## src/logic/ccsp_regs.vh

```
// Constants for the codec control and serial port block
`ifndef CCSP_REGS_VH
`define CCSP_REGS_VH
// Device address on the three-wire port (arbitrary value)
`define CCSP_OWN_ADDR 6'h2A
// Transfer types, address byte bits 1:0
`define CCSP_TYPE_DATA 2'h0
`define CCSP_TYPE_STATUS 2'h2
// Register selectors, data byte bits 7:6
`define CCSP_SEL_ATTEN 2'h0
`define CCSP_SEL_BOOST 2'h1
`define CCSP_SEL_EMPH 2'h2
`define CCSP_SEL_POWER 2'h3
// Reset values of the write-only registers
`define CCSP_CFG_RST 6'h00
`define CCSP_ATTEN_RST 6'h00
`define CCSP_BOOST_RST 6'h00
`define CCSP_EMPH_RST 6'h00
`define CCSP_POWER_RST 6'h03
// Mode select codes {ctrl_sel_b, ctrl_sel_a}
`define CCSP_MODE_SERIAL 2'h0
`define CCSP_MODE_TEST 2'h1
`define CCSP_MODE_STATIC 2'h3
// Three-level pin codes
`define CCSP_LVL_LOW 2'h0
`define CCSP_LVL_MID 2'h1
`define CCSP_LVL_HIGH 2'h2
// Sample periods and bits per port byte
`define CCSP_MUTE_FS_OFF 1024
`define CCSP_MUTE_FS_ON 12288
`define CCSP_OVL_FS 512
`define CCSP_BITS_PER_BYTE 8
`endif

```

## src/logic/ccsp_sync.v

```verilog
// Two-flop synchroniser for a group of asynchronous inputs
`timescale 1ns/1ps
`default_nettype none
module ccsp_sync #(
  parameter W = 1
) (
  input wire clk_i,
  input wire rst_i,
  input wire [W-1:0] d_i,
  output reg [W-1:0] q_o
);
  reg [W-1:0] meta_reg;

  // First stage feeds only the second stage
  always @(posedge clk_i) begin
    if (rst_i) begin
      meta_reg <= {W{1'b0}};
      q_o <= {W{1'b0}};
    end else begin
      meta_reg <= d_i;
      q_o <= meta_reg;
    end
  end
endmodule
`default_nettype wire

```

## src/logic/ccsp_top.v

```verilog
// Codec control: mode pins, static decode, three-wire port, output hold
// Function
// - Hold ADC serial output low 1024 or 12288 samples after start.
// - Both select pins high give static mode; b low, a high test.
// - Both select pins low give serial control; pins become port pins.
// - Static mode: clock ratio pin low 256x, high 384x.
// - Static mode: emphasis pin low none, mid 44.1k, high mute.
// - Static mode: format pins 00 MSB, 01 I2S, 10 LSB20, 11 LSB16.
// - Static mode: gain pin low power-down, mid 6 dB, high 0 dB.
// - Serial mode: overload flag high 512 samples, retriggered.
// - Serial mode: gain pin low 0 dB, high 6 dB.
// - Bytes arrive least significant bit first; address or data phase.
// - Address bits 7:2 compared with own six-bit address.
// - Address bits 1:0: 00 data, 10 status, others unused.
// - Selection kept until next address; mismatch deselects.
// - Data committed after eighth bit; several bytes allowed.
// - Data bits 7:6 pick register, bits 5:0 its value.
// - Status 00: ratio bits 5:4, format 3:1, offset enable 0.
// - Data selectors: attenuation, boost, emphasis/mute/curve, power.
// - Ratio field 00 512x, 01 384x, 10 256x, 11 unused.
// - Format field decodes I2S, LSB and MSB variants.
// - Offset enable clear disables, set enables high-pass filter.
// - Attenuation 1 dB steps, codes 0,1 are 0 dB, top two silent.
// - Emphasis field 00 none, 01 32k, 10 44.1k, 11 48k.
// - Curve field 00 flat, 01/10 minimum, 11 maximum.
// - Power field upper bit ADC on, lower bit DAC on.
`timescale 1ns/1ps
`default_nettype none
`include "ccsp_regs.vh"
module ccsp_top (
  input wire clk_i,
  input wire rst_i,
  input wire ctrl_sel_a_i,
  input wire ctrl_sel_b_i,
  input wire clk_ratio_pin_or_shift_clock_i,
  input wire [1:0] emph_mute_pin_or_phase_line_i,
  input wire [1:0] gain_pwr_pin_or_serial_line_i,
  input wire fmt_sel_b_or_gain_pin_i,
  input wire fmt_sel_a_i,
  input wire sample_tick_i,
  input wire overload_det_i,
  input wire adc_filter_valid_i,
  input wire adc_data_i,
  output reg fmt_sel_a_or_overload_flag_o,
  output reg adc_serial_out_o,
  output reg [1:0] mode_o,
  output reg [1:0] sysclk_ratio_sel_o,
  output reg [2:0] fmt_o,
  output reg offset_block_en_o,
  output reg [5:0] atten_level_o,
  output reg [3:0] low_boost_level_o,
  output reg [1:0] high_boost_level_o,
  output reg [1:0] emph_sel_o,
  output reg silence_en_o,
  output reg [1:0] curve_o,
  output reg [1:0] converter_power_sel_o,
  output reg gain_6db_o
);
  // Synchronised pins: {shift clk, phase, serial, fmt_b/gain, fmt a, sel a, sel b}
  wire [8:0] pin_s;
  ccsp_sync #(.W(9)) u_sync (
    .clk_i(clk_i),
    .rst_i(rst_i),
    .d_i({clk_ratio_pin_or_shift_clock_i, emph_mute_pin_or_phase_line_i,
          gain_pwr_pin_or_serial_line_i, fmt_sel_b_or_gain_pin_i,
          fmt_sel_a_i, ctrl_sel_a_i, ctrl_sel_b_i}),
    .q_o(pin_s)
  );
  wire sclk_s = pin_s[8];
  wire [1:0] emph_lvl_s = pin_s[7:6];
  wire [1:0] gain_lvl_s = pin_s[5:4];
  wire phase_s = pin_s[7];
  wire sdata_s = pin_s[5];
  wire fmt_b_s = pin_s[3];
  wire fmt_a_s = pin_s[2];
  wire [1:0] mode_s = {pin_s[0], pin_s[1]};

  // Serial decoded fields, held across mode changes
  reg [5:0] cfg_reg;
  reg [5:0] atten_reg;
  reg [5:0] boost_reg;
  reg [5:0] emph_reg;
  reg [5:0] power_reg;
  reg [7:0] shift_reg;
  reg [2:0] bit_cnt_reg;
  reg sclk_d_reg;
  reg phase_d_reg;
  reg selected_reg;
  reg [1:0] xfer_type_reg;
  reg [13:0] hold_cnt_reg;
  reg [9:0] ovl_cnt_reg;
  reg pwr_adc_d_reg;

  // Three-level pin: 00 low, 01 mid, 1x high
  function [1:0] lvl3;
    input [1:0] p;
    begin
      if (p[1])
        lvl3 = `CCSP_LVL_HIGH;
      else if (p[0])
        lvl3 = `CCSP_LVL_MID;
      else
        lvl3 = `CCSP_LVL_LOW;
    end
  endfunction

  // Pins are not valid until both synchroniser stages have loaded;
  // without this the reset zeros read as serial mode for two cycles
  reg [1:0] settle_reg;
  wire pins_ok = settle_reg[1];
  always @(posedge clk_i) begin
    if (rst_i)
      settle_reg <= 2'h0;
    else if (!pins_ok)
      settle_reg <= settle_reg + 2'h1;
  end

  wire serial_mode = pins_ok && (mode_s == `CCSP_MODE_SERIAL);
  wire sclk_rise = sclk_s & ~sclk_d_reg;
  wire [7:0] byte_next = {sdata_s, shift_reg[7:1]};
  wire byte_done = sclk_rise && (bit_cnt_reg == 3'h7);

  // Three-wire port receiver; phase edge restarts byte framing
  always @(posedge clk_i) begin
    if (rst_i) begin
      sclk_d_reg <= 1'b0;
      phase_d_reg <= 1'b0;
      shift_reg <= 8'h00;
      bit_cnt_reg <= 3'h0;
      selected_reg <= 1'b0;
      xfer_type_reg <= `CCSP_TYPE_DATA;
      cfg_reg <= `CCSP_CFG_RST;
      atten_reg <= `CCSP_ATTEN_RST;
      boost_reg <= `CCSP_BOOST_RST;
      emph_reg <= `CCSP_EMPH_RST;
      power_reg <= `CCSP_POWER_RST;
    end else begin
      sclk_d_reg <= sclk_s;
      phase_d_reg <= phase_s;
      if (!serial_mode || phase_s != phase_d_reg) begin
        bit_cnt_reg <= 3'h0;
      end else if (sclk_rise) begin
        shift_reg <= byte_next; // LSB first
        bit_cnt_reg <= bit_cnt_reg + 3'h1;
        if (byte_done && !phase_s) begin
          // Address phase byte
          selected_reg <= (byte_next[7:2] == `CCSP_OWN_ADDR);
          xfer_type_reg <= byte_next[1:0];
        end else if (byte_done && selected_reg) begin
          // Data phase commit after eighth bit
          if (xfer_type_reg == `CCSP_TYPE_STATUS) begin
            if (byte_next[7:6] == 2'h0)
              cfg_reg <= byte_next[5:0];
          end else if (xfer_type_reg == `CCSP_TYPE_DATA) begin
            case (byte_next[7:6])
              `CCSP_SEL_ATTEN: atten_reg <= byte_next[5:0];
              `CCSP_SEL_BOOST: boost_reg <= byte_next[5:0];
              `CCSP_SEL_EMPH: emph_reg <= byte_next[5:0];
              default: power_reg <= byte_next[5:0];
            endcase
          end
        end
      end
    end
  end

  // Codes that the static pins map onto, in the serial field encodings
  localparam [1:0] RATIO_384 = 2'h1;
  localparam [1:0] RATIO_256 = 2'h2;
  localparam [2:0] FMT_I2S = 3'h0;
  localparam [2:0] FMT_MSB = 3'h4;
  localparam [2:0] FMT_LSB16_MSB_OUT = 3'h5;
  localparam [2:0] FMT_LSB20_MSB_OUT = 3'h7;
  localparam [1:0] EMPH_44K1 = 2'h2;
  localparam [1:0] PWR_DAC_ONLY = 2'h1;
  localparam [1:0] PWR_BOTH = 2'h3;

  // Effective settings from static pins or serial registers
  // Reset values stand until the synchronised pins are valid
  always @(posedge clk_i) begin
    if (rst_i || !pins_ok) begin
      mode_o <= `CCSP_MODE_STATIC;
      sysclk_ratio_sel_o <= 2'h2;
      fmt_o <= 3'h4;
      offset_block_en_o <= 1'b0;
      atten_level_o <= 6'h00;
      low_boost_level_o <= 4'h0;
      high_boost_level_o <= 2'h0;
      emph_sel_o <= 2'h0;
      silence_en_o <= 1'b0;
      curve_o <= 2'h0;
      converter_power_sel_o <= 2'h3;
      gain_6db_o <= 1'b0;
    end else begin
      mode_o <= mode_s;
      if (serial_mode) begin
        sysclk_ratio_sel_o <= cfg_reg[5:4];
        fmt_o <= cfg_reg[3:1];
        offset_block_en_o <= cfg_reg[0];
        atten_level_o <= atten_reg;
        low_boost_level_o <= boost_reg[5:2];
        high_boost_level_o <= boost_reg[1:0];
        emph_sel_o <= emph_reg[4:3];
        silence_en_o <= emph_reg[2];
        curve_o <= emph_reg[1:0];
        converter_power_sel_o <= power_reg[1:0];
        gain_6db_o <= fmt_b_s;
      end else begin
        // Static mode; test mode reuses the static decode
        sysclk_ratio_sel_o <= pin_s[8] ? RATIO_384 : RATIO_256;
        case ({fmt_a_s, fmt_b_s})
          2'h0: fmt_o <= FMT_MSB;
          2'h1: fmt_o <= FMT_I2S;
          2'h2: fmt_o <= FMT_LSB20_MSB_OUT;
          default: fmt_o <= FMT_LSB16_MSB_OUT;
        endcase
        offset_block_en_o <= 1'b0;
        atten_level_o <= 6'h00;
        low_boost_level_o <= 4'h0;
        high_boost_level_o <= 2'h0;
        curve_o <= 2'h0;
        emph_sel_o <= (lvl3(emph_lvl_s) == `CCSP_LVL_MID) ?
                      EMPH_44K1 : 2'h0;
        silence_en_o <= (lvl3(emph_lvl_s) == `CCSP_LVL_HIGH);
        converter_power_sel_o <= (lvl3(gain_lvl_s) == `CCSP_LVL_LOW) ?
                                 PWR_DAC_ONLY : PWR_BOTH;
        gain_6db_o <= (lvl3(gain_lvl_s) == `CCSP_LVL_MID);
      end
    end
  end

  // Output hold after ADC power-up; restarts on each power-on edge
  wire adc_on = converter_power_sel_o[1];
  wire [13:0] hold_len = offset_block_en_o ?
                         14'd`CCSP_MUTE_FS_ON : 14'd`CCSP_MUTE_FS_OFF;
  always @(posedge clk_i) begin
    if (rst_i) begin
      pwr_adc_d_reg <= 1'b0;
      hold_cnt_reg <= 14'h0000;
      adc_serial_out_o <= 1'b0;
    end else begin
      pwr_adc_d_reg <= adc_on;
      if (!adc_on || (adc_on && !pwr_adc_d_reg))
        hold_cnt_reg <= 14'h0000;
      else if (sample_tick_i && hold_cnt_reg < hold_len)
        hold_cnt_reg <= hold_cnt_reg + 14'h0001;
      adc_serial_out_o <= (hold_cnt_reg >= hold_len) && adc_on &&
                          adc_filter_valid_i && adc_data_i;
    end
  end

  // Overload flag retriggerable hold; cleared outside serial mode
  always @(posedge clk_i) begin
    if (rst_i) begin
      ovl_cnt_reg <= 10'h000;
      fmt_sel_a_or_overload_flag_o <= 1'b0;
    end else begin
      if (!serial_mode)
        ovl_cnt_reg <= 10'h000; // Old overloads must not leak into serial
      else if (overload_det_i)
        ovl_cnt_reg <= 10'd`CCSP_OVL_FS;
      else if (sample_tick_i && ovl_cnt_reg != 10'h000)
        ovl_cnt_reg <= ovl_cnt_reg - 10'h001;
      fmt_sel_a_or_overload_flag_o <= serial_mode &&
        (overload_det_i || ovl_cnt_reg != 10'h000);
    end
  end
endmodule
`default_nettype wire

```

## config.mk

```make
export PLATFORM = sky130hd
export DESIGN_NAME = ccsp_top
export DESIGN_NICKNAME = d
export VERILOG_FILES = /design/src/logic/ccsp_sync.v /design/src/logic/ccsp_top.v
export VERILOG_INCLUDE_DIRS = /design/src /design/src/logic
export SDC_FILE = /design/constraint.sdc
export NUM_CORES = 1
export LEC_CHECK = 0
export BUFFER_PORTS_ARGS = -buffer_cell sky130_fd_sc_hd__buf_2
export CELL_PAD_IN_SITES_DETAIL_PLACEMENT = 0
export CELL_PAD_IN_SITES_GLOBAL_PLACEMENT = 1
export CORE_UTILIZATION = 45
export CTS_CLUSTER_SIZE = 12
export DETAILED_ROUTE_END_ITERATION = 8
export GPL_ROUTABILITY_DRIVEN = 0
export PLACE_DENSITY_LB_ADDON = 0.1
export REMOVE_ABC_BUFFERS = 1
export SYNTH_ARGS = -nofsm -noshare
export SYNTH_HDL_FRONTEND = slang
export SYNTH_HIERARCHICAL = 1
export SYNTH_SLANG_ARGS = --single-unit
```

## constraint.sdc

```tcl
create_clock -name clk_i -period 5.69 [get_ports clk_i]
set_input_delay 0.2845 -clock clk_i [delete_from_list [all_inputs] [get_ports clk_i]]
set_output_delay 0.2845 -clock clk_i [all_outputs]
set_load 0.01 [all_outputs]
```

==> qor.csv <==
stage,metric,value,unit
flow_run,Max-cap violations,0,
critical_path,R2R Setup Slk,3.53,ns
power_and_ir_drop,leak pwr,0.00215,µW
clock_network,hold buffers post-CTS,9,
final_layout,final-stage net count,527,
timing,final period utilization,38.0,%
min_path,hold depth,2,
clock_network,Clock Path Buffers,2,
power_and_ir_drop,Tot Pwr,1860,µW
placed_design,dpl hpwl,5740,µm
yosys,post-synthesis cell type count,50,
drt,number of DRC markers in iteration 0,111,
timing,unrepaired setup endpoints after global routing,false,
die,die extent in x,101,µm
global_routing,GRT Overall Usage,18.0,%
final_layout,max reg flops,14,
timing,setup TNS,0,ns
timing,count of pins over their slew limit,0,
critical_path,Setup crit end kind,flop,
yosys,sequential area share after synthesis,52.1,%
drt,First-pass DRT Iterations,4,
yosys,Gate Count Post-Synth,450,
drt,detailed-route via count,3268,
yosys,Netlist Area Pre-Place,4420,µm²
yosys,Post-synth top flop,dfxtp_1,
critical_path,Worst R2R End,cfg_reg[2],
global_routing,vias in the first global route,2950,
timing,min setup slack post-route,3.53,ns
yosys,area share of the largest cell type after synthesis,52.1,%
final_layout,"Area growth, synth to finish",21.4,%
final_layout,# fillers,849,
min_path,Hold Path Sink,adc_serial_out_o,
power_and_ir_drop,Pwr per Cell Area,346,nW/µm²
critical_path,reg2reg path depth,4,
die,die height,101,µm
die,Die ar.,10200,µm²
final_layout,layout cell share with drive strength beyond 1,17.2,%
die,Core ar.,9370,µm²
final_layout,most frequent cells in the layout,"dfxtp_1 (115), nand2_1 (53), buf_2 (44)",
clock_network,CTS tree,yes,
die,number of I/O pins,45,
critical_path,CP arrival,2.60,ns
clock_network,postcts setup bufs,0,
timing,"Setup violations, final",0,
timing,Max Clock Skew,0.00787,ns
yosys,Area contributors post-synth,"dfxtp_1 (52%), mux2i_1 (7.0%), nand2_1 (4.5%)",
final_layout,"commonest non-fill, non-tap cell in the layout",dfxtp_1,
timing,"Hold Vio Cnt, Final",0,
placed_design,Placement Setup Slack,3.53,ns
min_path,hold_sp,adc_filter_valid_i,
clock_network,clk sinks,115,
clock_network,Clock Pin Slew Worst Setup and Hold Paths,0.06,ns
yosys,YS warnings,6,
clock_network,htree depth,4,
final_layout,antenna cells,0,
drt,DRC,0,
critical_path,Worst setup SP type,flop,
yosys,Avg Inst Size Synth,9.82,µm²
critical_path,CP Data Required Time,6.13,ns
timing,relative slew slack,35.1,%
drt,Antenna Nets Post-Route,0,
die,cell row count,35,
clock_network,CTS root buffer,clkbuf_8,
final_layout,"non-filler cells, final",645,
placed_design,Port Buffers,44,
clock_network,insertion delay to the later sink of the worst-skew pair,0.51,ns
drt,WL/cell,13.2,µm
final_layout,Finished Cell Area,5370,µm²
clock_network,CTS Buf Count,17,
placed_design,placed cell areas,4730,µm²
timing,Max Fclk,462,MHz
timing,fin crit period,2.16,ns
drt,DR vias/cell,5.07,
timing,Worst Tran Pin Value,0.964,ns
placed_design,Placed Cells incl. Taps,603,
clock_network,post-cts sizing count,0,
power_and_ir_drop,Worst VDD drop,368,µV
global_routing,first-pass GRT wire length,13900,µm
run_status,status,"complete, no violations",
yosys,post-synthesis register bit count,115,
critical_path,Setup Crit Path Kind,flop to flop,
global_routing,largest net degree at the start of global routing,34,
die,Initial Util,47.2,%
yosys,Yosys top cell by area,dfxtp_1,
drt,WL final,8540,µm
critical_path,"Max FO, Critical Path",12,
yosys,number of enable flip-flop cells after synthesis,0,
global_routing,antenna violations before repair,0,
yosys,Post-synth ARST share,0,%
global_routing,gr ovfl total,0,
critical_path,Critical R2R Launch,settle_reg[1],
min_path,HP Class,input pin to flop,
[cell usage after synthesis, types with 2 or more instances]
master and instances:
nand4_1 8, nand3_1 9, o31a_1 2, o211ai_1 3, buf_1 2, nor2_1 24, buf_2 6, and3_1 2
or3b_2 3, nand2b_1 6, and2b_1 7, xnor2_1 7, a211oi_1 3, and2_1 18, o21ai_0 7, nor3b_1 4
or4_1 13, nor4_1 3, nor2b_1 18, or3_1 6, mux2i_1 31, and4_1 2, o31ai_1 10, nand2_1 53
dfxtp_1 115, clkbuf_1 14, a21oi_1 22, inv_1 11, nand3b_1 3, a31o_2 2, nand4b_1 2, nor3_1 7
ha_1 9, xor2_1 2
[worst max path at each step]
| stage | from | to |
|---|---|---|
| 6_report | settle_reg[1] | cfg_reg[2] |
| 5_1_grt | settle_reg[1] | cfg_reg[5] |
| 4_1_cts | settle_reg[1] | cfg_reg[2] |
| 3_5_place_dp | settle_reg[1] | cfg_reg[5] |
| 3_3_place_gp | settle_reg[1] | emph_reg[1] |
| 2_1_floorplan | offset_block_en_o | hold_cnt_reg[7] |
[where the power goes]
part / leakage (µW) / internal (µW) / total [µW] / switching (µW)
registers: 0.000932 / 820 / 829 / 8.83
clock network: 0.000257 / 546 / 949 / 403
logic: 0.000958 / 33.1 / 79.2 / 46.1
total: 0.00215 / 1400 / 1860 / 458
[area by class of cell]
class	instances	area, µm²	area share, %
Clock buffer	17	414	7.72
Timing Repair Buffer	57	343	6.39
Tap cell	129	161	3.01
Inverter	11	41.3	0.769
Clock inverter	15	126	2.35
Multi-Input combinational cell	301	1980	36.9
Sequential cell	115	2300	42.9
[metrics by stage]
| step | hold slack [ns] | utilization (%) |
|---|---|---|
| 2_1_floorplan | 0.354 | - |
| 3_3_place_gp | 0.423 | 50.4 |
| 3_5_place_dp | 0.426 | 50.4 |
| 4_1_cts | 0.0133 | 57.2 |
| 5_1_grt | 0.00401 | 57.3 |
| 6_report | 0.0346 | 57.3 |
[critical path, cell delays in order (launching register included)]
cell and delay [ns]:
dfxtp_1 0.41, nor3b_4 0.50, nand2_1 0.27, nor3_2 0.65
mux2i_1 0.26
[per-layer routing]
layer  GRT usage, %  routed length (µm)  vias to the layer above
li1               -                   -                     1685
met1           21.6                4040                     1528
met2           29.0                4090                       43
met3           6.93                 278                       12
met4           7.02                 131                        0
met5              0                   0                        -
[cell families (layout without fill, tap and decap cells)]
family / after synthesis / in the layout / share of synthesized area [%]
AO/OA/AOI/OAI: 56 / 56 / 8.27
buffers and inverters: 34 / 100 / 3.14
adder cells (fa/ha/maj): 9 / 9 / 2.55
AND/OR/NAND/NOR: 195 / 195 / 24.8
multiplexers: 31 / 31 / 7.02
XOR/XNOR: 10 / 10 / 2.15
flip-flops: 115 / 115 / 52.1
Power figures use the tool's default switching activity.
